File: src/logic/dur_pkg.sv
/*
 Shared constants and carrier types for one serial channel's register bank.
 Assumes a single 25 MHz system clock and an 8-bit parallel host bus.
*/
`default_nettype none
package dur_pkg;
  localparam int             PIN_W       = 20;
  // {rst, cs_n, ior_n, iow_n, addr[2:0], d[7:0], rx, modem_n[3:0]} at rest
  localparam logic [19:0]    PIN_IDLE    = 20'h7001f;

  // Offsets in the standard bank
  localparam logic [2:0]     A_HOLD      = 3'h0;
  localparam logic [2:0]     A_IER       = 3'h1;
  localparam logic [2:0]     A_ISR       = 3'h2;
  localparam logic [2:0]     A_LCR       = 3'h3;
  localparam logic [2:0]     A_MCR       = 3'h4;
  localparam logic [2:0]     A_LSR       = 3'h5;
  localparam logic [2:0]     A_MSR       = 3'h6;
  localparam logic [2:0]     A_SPR       = 3'h7;
  // Divisor bank (line control bit 7 set)
  localparam logic [2:0]     A_DIV_LO    = 3'h0;
  localparam logic [2:0]     A_DIV_HI    = 3'h1;
  // Enhanced bank (line control equal to key)
  localparam logic [2:0]     A_QCOUNT    = 3'h0;
  localparam logic [2:0]     A_QLEVEL    = 3'h1;
  localparam logic [2:0]     A_EFR       = 3'h2;
  localparam logic [2:0]     A_RES1      = 3'h4;
  localparam logic [2:0]     A_RES2      = 3'h5;
  localparam logic [2:0]     A_PAU1      = 3'h6;
  localparam logic [2:0]     A_PAU2      = 3'h7;

  localparam int             LCR_DLAB    = 7;
  localparam logic [7:0]     LCR_ENH_KEY = 8'hbf;
  localparam int             EFR_ENH     = 4;
  localparam int             MS_RI       = 2;
  localparam logic [7:0]     IER_ENH_MSK = 8'hf0;
  localparam logic [7:0]     FCR_ENH_MSK = 8'h30;
  localparam logic [7:0]     MCR_ENH_MSK = 8'he0;

  localparam logic [15:0]    RST_DIV     = 16'h0001;
  localparam logic [7:0]     RST_ISR     = 8'h01;
  localparam logic [7:0]     RST_LSR     = 8'h60;
  localparam int             BAUD_OVERSAMPLE = 16;

  typedef enum logic [1:0] {
    BUS_IDLE  = 2'b00,
    BUS_READ  = 2'b01,
    BUS_WRITE = 2'b10
  } dur_bus_t;

  typedef struct packed {
    logic [7:0] interrupt_enable;
    logic [7:0] queue_control;
    logic [7:0] line_control;
    logic [7:0] modem_control;
    logic [7:0] scratchpad;
    logic [7:0] enhanced_mode_select;
    logic [7:0] enhanced_feature;
    logic [7:0] resume_char_one;
    logic [7:0] resume_char_two;
    logic [7:0] pause_char_one;
    logic [7:0] pause_char_two;
  } dur_cfg_t;

  localparam dur_cfg_t RST_CFG = '{interrupt_enable: 8'h00, queue_control: 8'h00, line_control: 8'h00, modem_control: 8'h00,
                                   scratchpad: 8'hff, enhanced_mode_select: 8'h80, enhanced_feature: 8'h00,
                                   resume_char_one: 8'h00, resume_char_two: 8'h00,
                                   pause_char_one: 8'h00, pause_char_two: 8'h00};

  typedef struct packed {
    logic [7:0] rx_data;
    logic [7:0] int_source;
    logic [7:0] line_status;
    logic [7:0] rx_level;
    logic [7:0] tx_level;
  } dur_stat_t;

  typedef struct packed {
    logic       thr_wr;
    logic       fcr_wr;
    logic       rhr_rd;
    logic       isr_rd;
    logic       lsr_rd;
    logic       msr_rd;
    logic [7:0] data;
  } dur_evt_t;
endpackage
`default_nettype wire

File: src/logic/dur_baud.sv
/*
 Baud tick generator: divides the system clock by the divisor, then by the
 oversampling ratio. Assumes the divisor is held in a register upstream and
 that div_load pulses the cycle after the divisor changed.
*/
`timescale 1ns/1ps
`default_nettype none
module dur_baud #(
  parameter int DIV_W      = 16,
  parameter int OVERSAMPLE = dur_pkg::BAUD_OVERSAMPLE
) (
  input  wire logic             clk,      // System clock
  input  wire logic             resetn,   // Synchronous reset, active low
  input  wire logic             ce,       // Clock enable
  input  wire logic [DIV_W-1:0] divisor,  // Divisor, zero acts as full range
  input  wire logic             div_load, // Restart count with new divisor
  output logic                  os_tick,  // Oversample tick
  output logic                  bit_tick  // One per bit time
);
  localparam int               OS_W   = (OVERSAMPLE > 1) ? $clog2(OVERSAMPLE) : 1;
  localparam logic [OS_W-1:0]  OS_MAX = OS_W'(OVERSAMPLE - 1);

  if (OVERSAMPLE < 2 || DIV_W < 1) begin : g_bad
    $error("dur_baud: unsupported parameters");
  end

  logic [DIV_W-1:0] div_cnt_r;
  logic [OS_W-1:0]  os_cnt_r;

  assign os_tick  = ce && div_cnt_r == '0;
  assign bit_tick = os_tick && os_cnt_r == OS_MAX;

  always_ff @(posedge clk) begin
    if (!resetn) begin
      div_cnt_r <= '0;
      os_cnt_r  <= '0;
    end else if (ce) begin
      div_cnt_r <= (div_load || os_tick) ? divisor - DIV_W'(1) : div_cnt_r - DIV_W'(1);
      if (os_tick) begin
        os_cnt_r <= (os_cnt_r == OS_MAX) ? '0 : os_cnt_r + OS_W'(1);
      end
    end
  end

  // Gap in enabled cycles since the last tick or reload
  logic [DIV_W:0] gap_r;
  logic           armed_r;
  always_ff @(posedge clk) begin
    if (!resetn) begin
      gap_r   <= '0;
      armed_r <= 1'b0;
    end else if (ce) begin
      gap_r   <= (os_tick || div_load) ? (DIV_W+1)'(1) : gap_r + (DIV_W+1)'(1);
      armed_r <= armed_r || os_tick || div_load;
    end
  end
endmodule
`default_nettype wire

File: src/logic/dur_regs.sv
/*
 Register bank of one serial channel: host bus slave, reset handling,
 flow control characters, modem status and sleep isolation.
 Assumes the transmit/receive datapath sits outside, takes cfg and evt,
 and returns its state on stat; all pins arrive asynchronous to clk.
*/
// Operation
// - Four read/write flow control character registers
// - Baud divisor initialises to 0x0001
// - Only power-up reset loads the divisor
// - Reset clears deltas; status shows inverted inputs
// - Sleep isolates bus and receive inputs
// - Bit rate is clock/16/divisor
`timescale 1ns/1ps
`default_nettype none
module dur_regs (
  input  wire logic               clk,          // 25 MHz system clock
  input  wire logic               resetn,       // Power-up reset, active low
  input  wire logic               ce,           // Clock enable
  input  wire logic               rst_pin,      // External reset pin, active high
  input  wire logic               cs_n,         // Chip select pin
  input  wire logic               ior_n,        // Read strobe pin
  input  wire logic               iow_n,        // Write strobe pin
  input  wire logic [2:0]         addr,         // Register address pins
  input  wire logic [7:0]         d_in,         // Data bus in
  output logic [7:0]              d_out,        // Data bus out
  output logic                    d_oe,         // Data bus drive enable
  input  wire logic               rx_pin,       // Serial receive pin
  input  wire logic [3:0]         modem_n,      // {cd, ri, dsr, cts} pins, active low
  input  wire logic               sleep_en,     // Sleep request from channel logic
  input  wire dur_pkg::dur_stat_t stat,         // Datapath state
  output dur_pkg::dur_cfg_t       cfg,          // Register contents
  output logic [15:0]             divisor,      // Baud divisor
  output dur_pkg::dur_evt_t       evt,          // Access pulses and write data
  output logic                    chan_rst,     // Channel reset to datapath
  output logic                    rx_line,      // Receive line after isolation
  output logic [7:0]              modem_status, // Live modem status
  output logic                    os_tick,      // Oversample tick
  output logic                    bit_tick      // Bit-rate tick
);
  localparam int PW = dur_pkg::PIN_W;

  // Two-stage synchronisers for every pin
  logic [PW-1:0] sync1_r;
  logic [PW-1:0] sync2_r;
  always_ff @(posedge clk) begin
    if (!resetn) begin
      // Modem bits keep sampling so no false delta follows reset
      sync1_r <= {dur_pkg::PIN_IDLE[PW-1:4], modem_n};
      sync2_r <= {dur_pkg::PIN_IDLE[PW-1:4], sync1_r[3:0]};
    end else if (ce) begin
      sync1_r <= {rst_pin, cs_n, ior_n, iow_n, addr, d_in, rx_pin, modem_n};
      sync2_r <= sync1_r;
    end
  end

  wire logic        rst_pin_s = sync2_r[19];
  wire logic        rx_s      = sync2_r[4];
  wire logic [3:0]  modem_s   = sync2_r[3:0];
  // Bus pins read as idle while asleep; modem pins stay live
  wire logic [13:0] bus_e     = sleep_en ? dur_pkg::PIN_IDLE[18:5] : sync2_r[18:5];
  wire logic        cs_e      = bus_e[13];
  wire logic        ior_e     = bus_e[12];
  wire logic        iow_e     = bus_e[11];
  wire logic [2:0]  addr_e    = bus_e[10:8];
  wire logic [7:0]  d_e       = bus_e[7:0];

  assign chan_rst = !resetn || rst_pin_s;
  assign rx_line  = sleep_en || rx_s;

  // Bus access sequencer
  dur_pkg::dur_bus_t bus_st_r;
  dur_pkg::dur_bus_t bus_st_nxt;
  logic              rd_go;
  logic              wr_go;
  always_comb begin
    bus_st_nxt = bus_st_r;
    rd_go      = 1'b0;
    wr_go      = 1'b0;
    unique case (bus_st_r)
      dur_pkg::BUS_IDLE: begin
        if (!cs_e && !ior_e) begin
          bus_st_nxt = dur_pkg::BUS_READ;
          rd_go      = 1'b1;
        end else if (!cs_e && !iow_e) begin
          bus_st_nxt = dur_pkg::BUS_WRITE;
        end
      end
      dur_pkg::BUS_READ: begin
        if (cs_e || ior_e) begin
          bus_st_nxt = dur_pkg::BUS_IDLE;
        end
      end
      dur_pkg::BUS_WRITE: begin
        if (cs_e || iow_e) begin
          bus_st_nxt = dur_pkg::BUS_IDLE;
          wr_go      = 1'b1;
        end
      end
      default: begin
        bus_st_nxt = dur_pkg::BUS_IDLE;
      end
    endcase
  end

  logic [2:0] wr_addr_r;
  logic [7:0] wr_data_r;
  logic [7:0] d_out_r;
  logic [7:0] rd_val;
  wire  logic rd_start  = rd_go && ce && !chan_rst;
  wire  logic wr_commit = wr_go && ce && !chan_rst;

  dur_pkg::dur_cfg_t cfg_r;
  logic [15:0]       div_r;
  wire logic dlab  = cfg_r.line_control[dur_pkg::LCR_DLAB];
  wire logic enh   = cfg_r.line_control == dur_pkg::LCR_ENH_KEY;
  wire logic w_std = wr_commit && !enh;
  wire logic w_enh = wr_commit && enh;

  // Write decode
  wire logic wr_thr  = w_std && !dlab && wr_addr_r == dur_pkg::A_HOLD;
  wire logic wr_ier  = w_std && !dlab && wr_addr_r == dur_pkg::A_IER;
  wire logic wr_dlo  = w_std && dlab && wr_addr_r == dur_pkg::A_DIV_LO;
  wire logic wr_dhi  = w_std && dlab && wr_addr_r == dur_pkg::A_DIV_HI;
  wire logic wr_fcr  = w_std && wr_addr_r == dur_pkg::A_ISR;
  wire logic wr_lcr  = wr_commit && wr_addr_r == dur_pkg::A_LCR;
  wire logic wr_mcr  = w_std && wr_addr_r == dur_pkg::A_MCR;
  wire logic wr_spr  = w_std && wr_addr_r == dur_pkg::A_SPR;
  wire logic wr_enhanced_mode_select = w_enh && wr_addr_r == dur_pkg::A_QCOUNT;
  wire logic wr_efr  = w_enh && wr_addr_r == dur_pkg::A_EFR;
  wire logic wr_res1 = w_enh && wr_addr_r == dur_pkg::A_RES1;
  wire logic wr_res2 = w_enh && wr_addr_r == dur_pkg::A_RES2;
  wire logic wr_pau1 = w_enh && wr_addr_r == dur_pkg::A_PAU1;
  wire logic wr_pau2 = w_enh && wr_addr_r == dur_pkg::A_PAU2;

  // Read side effects
  wire logic rd_rhr = rd_start && !dlab && addr_e == dur_pkg::A_HOLD;
  wire logic rd_isr = rd_start && !enh && addr_e == dur_pkg::A_ISR;
  wire logic rd_lsr = rd_start && !enh && addr_e == dur_pkg::A_LSR;
  wire logic rd_msr = rd_start && !enh && addr_e == dur_pkg::A_MSR;

  // Enhanced bits change only while the unlock bit is set
  function automatic logic [7:0] guard(input logic [7:0] old_v,
                                       input logic [7:0] new_v,
                                       input logic [7:0] mask,
                                       input logic       unlock);
    return unlock ? new_v : ((new_v & ~mask) | (old_v & mask));
  endfunction

  always_ff @(posedge clk) begin
    if (chan_rst) begin
      bus_st_r  <= dur_pkg::BUS_IDLE;
      wr_addr_r <= 3'h0;
      wr_data_r <= 8'h00;
      d_out_r   <= 8'h00;
    end else if (ce) begin
      bus_st_r <= bus_st_nxt;
      if (!cs_e && !iow_e) begin
        wr_addr_r <= addr_e;
        wr_data_r <= d_e;
      end
      if (rd_start) begin
        d_out_r <= rd_val;
      end
    end
  end

  assign d_out = d_out_r;
  assign d_oe  = bus_st_r == dur_pkg::BUS_READ;

  // Divisor: power-up reset only, untouched by the reset pin
  logic div_load_r;
  always_ff @(posedge clk) begin
    if (!resetn) begin
      div_r      <= dur_pkg::RST_DIV;
      div_load_r <= 1'b0;
    end else if (ce) begin
      if (wr_dlo) begin
        div_r[7:0] <= wr_data_r;
      end
      if (wr_dhi) begin
        div_r[15:8] <= wr_data_r;
      end
      div_load_r <= wr_dlo || wr_dhi;
    end
  end
  assign divisor = div_r;

  always_ff @(posedge clk) begin
    if (chan_rst) begin
      cfg_r <= dur_pkg::RST_CFG;
    end else if (ce) begin
      if (wr_ier)  cfg_r.interrupt_enable  <= guard(cfg_r.interrupt_enable, wr_data_r, dur_pkg::IER_ENH_MSK, cfg_r.enhanced_feature[dur_pkg::EFR_ENH]);
      if (wr_fcr)  cfg_r.queue_control  <= guard(cfg_r.queue_control, wr_data_r, dur_pkg::FCR_ENH_MSK, cfg_r.enhanced_feature[dur_pkg::EFR_ENH]);
      if (wr_mcr)  cfg_r.modem_control  <= guard(cfg_r.modem_control, wr_data_r, dur_pkg::MCR_ENH_MSK, cfg_r.enhanced_feature[dur_pkg::EFR_ENH]);
      if (wr_lcr)  cfg_r.line_control  <= wr_data_r;
      if (wr_spr)  cfg_r.scratchpad  <= wr_data_r;
      if (wr_enhanced_mode_select) cfg_r.enhanced_mode_select <= wr_data_r;
      if (wr_efr)  cfg_r.enhanced_feature  <= wr_data_r;
      if (wr_res1) cfg_r.resume_char_one <= wr_data_r;
      if (wr_res2) cfg_r.resume_char_two <= wr_data_r;
      if (wr_pau1) cfg_r.pause_char_one  <= wr_data_r;
      if (wr_pau2) cfg_r.pause_char_two  <= wr_data_r;
    end
  end
  assign cfg = cfg_r;

  // Modem status: deltas sticky until read, a new change wins over the read
  logic [3:0] mprev_r;
  logic [3:0] delta_r;
  wire  logic [3:0] mchg = mprev_r ^ modem_s;
  wire  logic [3:0] mset = {mchg[3], ~mprev_r[dur_pkg::MS_RI] & modem_s[dur_pkg::MS_RI], mchg[1:0]};
  always_ff @(posedge clk) begin
    if (chan_rst) begin
      delta_r <= 4'h0;
      mprev_r <= modem_s;
    end else if (ce) begin
      delta_r <= (delta_r & ~{4{rd_msr}}) | mset;
      mprev_r <= modem_s;
    end
  end
  assign modem_status = {~modem_s, delta_r};

  // Read data selection
  logic [7:0] bank_n [8];
  logic [7:0] bank_e [8];
  assign bank_n[0] = stat.rx_data;
  assign bank_n[1] = cfg_r.interrupt_enable;
  assign bank_n[2] = stat.int_source;
  assign bank_n[3] = cfg_r.line_control;
  assign bank_n[4] = cfg_r.modem_control;
  assign bank_n[5] = stat.line_status;
  assign bank_n[6] = modem_status;
  assign bank_n[7] = cfg_r.scratchpad;
  assign bank_e[0] = stat.rx_level;
  assign bank_e[1] = stat.tx_level;
  assign bank_e[2] = cfg_r.enhanced_feature;
  assign bank_e[3] = cfg_r.line_control;
  assign bank_e[4] = cfg_r.resume_char_one;
  assign bank_e[5] = cfg_r.resume_char_two;
  assign bank_e[6] = cfg_r.pause_char_one;
  assign bank_e[7] = cfg_r.pause_char_two;

  assign rd_val = enh                                    ? bank_e[addr_e] :
                  (dlab && addr_e == dur_pkg::A_DIV_LO) ? div_r[7:0]     :
                  (dlab && addr_e == dur_pkg::A_DIV_HI) ? div_r[15:8]    :
                                                          bank_n[addr_e];

  dur_pkg::dur_evt_t evt_r;
  always_ff @(posedge clk) begin
    if (chan_rst) begin
      evt_r <= '0;
    end else if (ce) begin
      evt_r <= {wr_thr, wr_fcr, rd_rhr, rd_isr, rd_lsr, rd_msr, wr_data_r};
    end
  end
  assign evt = evt_r;

  dur_baud #(
    .DIV_W      (16),
    .OVERSAMPLE (dur_pkg::BAUD_OVERSAMPLE)
  ) u_baud (
    .clk      (clk),
    .resetn   (!chan_rst),
    .ce       (ce),
    .divisor  (div_r),
    .div_load (div_load_r),
    .os_tick  (os_tick),
    .bit_tick (bit_tick)
  );
endmodule
`default_nettype wire

File: config.mk
export PLATFORM = sky130hd
export DESIGN_NAME = dur_regs
export DESIGN_NICKNAME = d
export VERILOG_FILES = /design/src/logic/dur_pkg.sv /design/src/logic/dur_baud.sv /design/src/logic/dur_regs.sv
export SDC_FILE = /design/constraint.sdc
export NUM_CORES = 1
export LEC_CHECK = 0
export BUFFER_PORTS_ARGS = -buffer_cell sky130_fd_sc_hd__buf_2
export CORE_ASPECT_RATIO = 0.9
export CORE_UTILIZATION = 51
export CTS_BUF_LIST = sky130_fd_sc_hd__clkbuf_16
export DETAILED_ROUTE_END_ITERATION = 6
export PLACE_DENSITY = 0.86
export SLEW_MARGIN = 20
export SYNTH_ARGS = -nofsm -noshare
export SYNTH_HDL_FRONTEND = slang
export SYNTH_SLANG_ARGS = --single-unit
File: constraint.sdc
create_clock -name clk -period 3.8 [get_ports clk]
set_input_delay 0.57 -clock clk [delete_from_list [all_inputs] [get_ports clk]]
set_output_delay 0.57 -clock clk [all_outputs]
set_load 0.01 [all_outputs]
==> impl_results.md <==
* Final setup vio count at 0
* Layout cells sized above 1 at 0.2443
* Req. time, crit path at between 4 and 5 ns
* 1st-pass router iterations at 7
* Worst r2r dst: u_baud.div_cnt_r[12]$_SDFFE_PP0P_
* EDFF count, synth at 12
* Ys async rst share at 0
* Vias post-DR at 8990
* FF/Latch Area at ~4300 µm²
* Postcts setup bufs at 0
* Detail Route Antenna Nets at 0
* CTS tree: done
* Starting Density at 0.5241
* Commonest non-fill, non-tap cell in the layout: buf_2
* Hold-fix buffers, CTS at 0
* Die Wd at about 150 µm
* Fin crit period at between 3 and 4 ns
* Area of the die at between 15000 and 20000 µm²
* Seq/Total Area, Yosys at 0.4412
* Largest net degree at the start of global routing at 63
* Share of the synthesized area in the top cell type at 0.4041
* Synth Flop Type: dfxtp_1
* Least-Margin Pin Slew at 0.9253 ns
* Clk_lat worst skew at 0.53 ns
* Min-delay src: modem_n[3]
* Vias in the first global route at 8503
* R2R Path Start: u_baud.div_cnt_r[11]$_SDFFE_PP0P_
* Fin Clk Skew at ~0.023 ns
* Clock sink count at ~210
* Chip height at about 130 µm
* #FFs+latches synth at 208
* Hold-critical path endpoint: sync1_r[3]$_DFFE_PP_
* RSZ-0062 raised after global routing: false
* Final hold viol count at 0
* # H-tree levels at 1
* Failing checks: DRC
* Worst-path fanout max at 8
* DP HPWL at 21.65 mm
* Post-layout power at 5.485 mW
* Pre-CTS WS at around 0.54 ns
* Setup slack, reg-to-reg at ~0.52 ns
* Most frequent cells in the layout: buf_2, dfxtp_1, mux2i_1
* Vias per inst at 6.107
* Top post-synthesis cells by area: dfxtp_1, mux2i_1, nor2_1
* Avg Inst Size Synth at 9.354 µm²
* Avg WL per Cell at approximately 21 µm
* Peak supply drop at about 290 µV
* First-pass GRT wire length at 48.10 mm
* PostCTS Resize Cnt at 0
* # fillers at 1515
* # nets final at around 1300
* WS Path Type: flop to flop
* Row Count at 47
* Slew Viols, Final at 0
* Iter 0 DRT Violations at 1206
* PnR worst setup slack at 0.5193 ns
* Max cap viols at 0
* Max-slew headroom at 0.3823
* Port Buffer Count at 202
* Congestion Overflow GR at 0
* Netlist Area Pre-Place at 9709 µm²
* Initial antenna violation count at 2
* Clk pin slew, worst setup/hold paths at ~0.060 ns
* Maximum clock frequency at 304.8 MHz
* Detailed Route WL at 31.19 mm
* Worst hold path stage count at 1
* Syn_nets at 1104
* Cells after DPL at 1429
* Core ar. at around 19000 µm²
* Overall Global Routing Usage at 0.3130
* Setup TNS at 0 ns
* Yosys top cell by area: dfxtp_1
* Area Overhead vs Synth at 19.59%
* Synth warnings at 0
* CP startpoint kind: flop
* Top Ports at 203
* R2R depth at 11
* Root buffer cell: clkbuf_16
* Leak at 4.938 nW
* Clock Path Buffers at 3
* Pwr dens at 472.4 nW/µm²
* Cell count after synthesis at roughly 1000
* Area of the multi-input gates at 5067 µm²
* Post-synth cell types at 77
* Status: complete, but fails checks
* Fin cells at 1472
* CTS Buf Count at 23
* Crit end category: flop
* Routability cong. at roughly 0.95
* Arrival @ worst endpoint at 3.67 ns
* Class of the worst hold path: input pin to flop
* Fin crit share at 0.8633
* # DRC at 1
worst max-delay path, stage by stage (launching register included):
cell,delay (ns)
dfxtp_1,0.37
or4_4,0.60
nor4_4,0.31
a21oi_1,0.17
mux2i_1,0.25
ha_1,0.26
nand2_1,0.07
a31o_2,0.24
o21bai_2,0.28
o2111ai_1,0.27
nor4b_2,0.25
a21oi_1,0.09
synth_stat cells (all sizes together) (5+ instances only):
master,number
a31oi,9
nand3,18
mux2i,159
a21o,6
nor2,141
a211oi,10
edfxtp,12
nor3,20
nand2b,8
xnor2,5
xor2,7
clkbuf,58
nor2b,47
or3,8
a221oi,9
mux4,12
nor4,10
a21oi,66
o211ai,10
dfxtp,196
or4,7
o21ai,34
buf,19
nor3b,9
inv,13
nand2,77
a22oi,13
stage by stage:
stage | util | hold WS [ns] | cell area, µm²
5_1_grt | 0.6264 | 0.2174 | 11600
4_1_cts | 0.6264 | 0.2127 | 11600
3_3_place_gp | 0.5873 | 0.4016 | 10880
6_report | 0.6268 | 0.2176 | 11610
3_5_place_dp | 0.5873 | 0.4118 | 10880
2_1_floorplan | - | 0.4003 | 9709
cells by family after synthesis:
logic type / synth area share
buffers and inverters: 0.03802
adders and majority gates: 0.002577
muxes: 0.1952
xor gates and xnor gates: 0.01082
DFF: 0.4412
AOI/OAI and AO/OA: 0.1289
and+or+nand+nor: 0.1832
power by group:
group          internal (mW)  leakage (nW)  switching, mW
sequential              2.29          1.71         0.0871
combinational          0.406          2.86          0.541
clock                   1.24         0.367          0.918
total                   3.94          4.94           1.55
state kept, by name, summed over array words and instances, names as in the netlist, 8 cells and up:
name / flops
sync1_r: 20
cfg: 88
wr_data_r: 8
u_baud.div_cnt_r: 16
sync2_r: 20
evt: 14
divisor: 16
d_out: 8
layout make-up:
| cell class | count | area share |
|---|---|---|
| multi-input combinational | 740 | 0.4364 |
| sequential | 208 | 0.3690 |
| antenna | 3 | 0.0006466 |
| timing repair buffer | 223 | 0.1009 |
| clock inverter | 17 | 0.01282 |
| inverter | 13 | 0.004310 |
| clock buffer | 23 | 0.04957 |
| tap | 245 | 0.02640 |
routing by layer:
metal | global-route usage | vias up | wire length (µm)
li1 | - | 4053 | -
met5 | 0 | - | 0
met3 | 0.07586 | 99 | 3573
met4 | 0.1111 | 0 | 1190
met2 | 0.4955 | 575 | 13940
met1 | 0.4158 | 4263 | 12490
how the worst max path moves through the flow:
| stage | startpoint | end | slack (ns) | depth (start not counted) |
|---|---|---|---|---|
| final | u_baud.div_cnt_r[11]$_SDFFE_PP0P_ | u_baud.div_cnt_r[12]$_SDFFE_PP0P_ | 0.52 | 11 |
| after global routing | u_baud.div_cnt_r[11]$_SDFFE_PP0P_ | u_baud.div_cnt_r[12]$_SDFFE_PP0P_ | 0.27 | 11 |
| after CTS | u_baud.div_cnt_r[11]$_SDFFE_PP0P_ | u_baud.div_cnt_r[12]$_SDFFE_PP0P_ | 0.55 | 11 |
| after detailed placement | ce | u_baud.div_cnt_r[12]$_SDFFE_PP0P_ | 0.54 | 12 |
| after global placement | ce | u_baud.div_cnt_r[12]$_SDFFE_PP0P_ | 0.61 | 12 |
| after floorplan | ce | u_baud.div_cnt_r[12]$_SDFFE_PP0P_ | 0.48 | 13 |
Power figures use the tool's default switching activity.
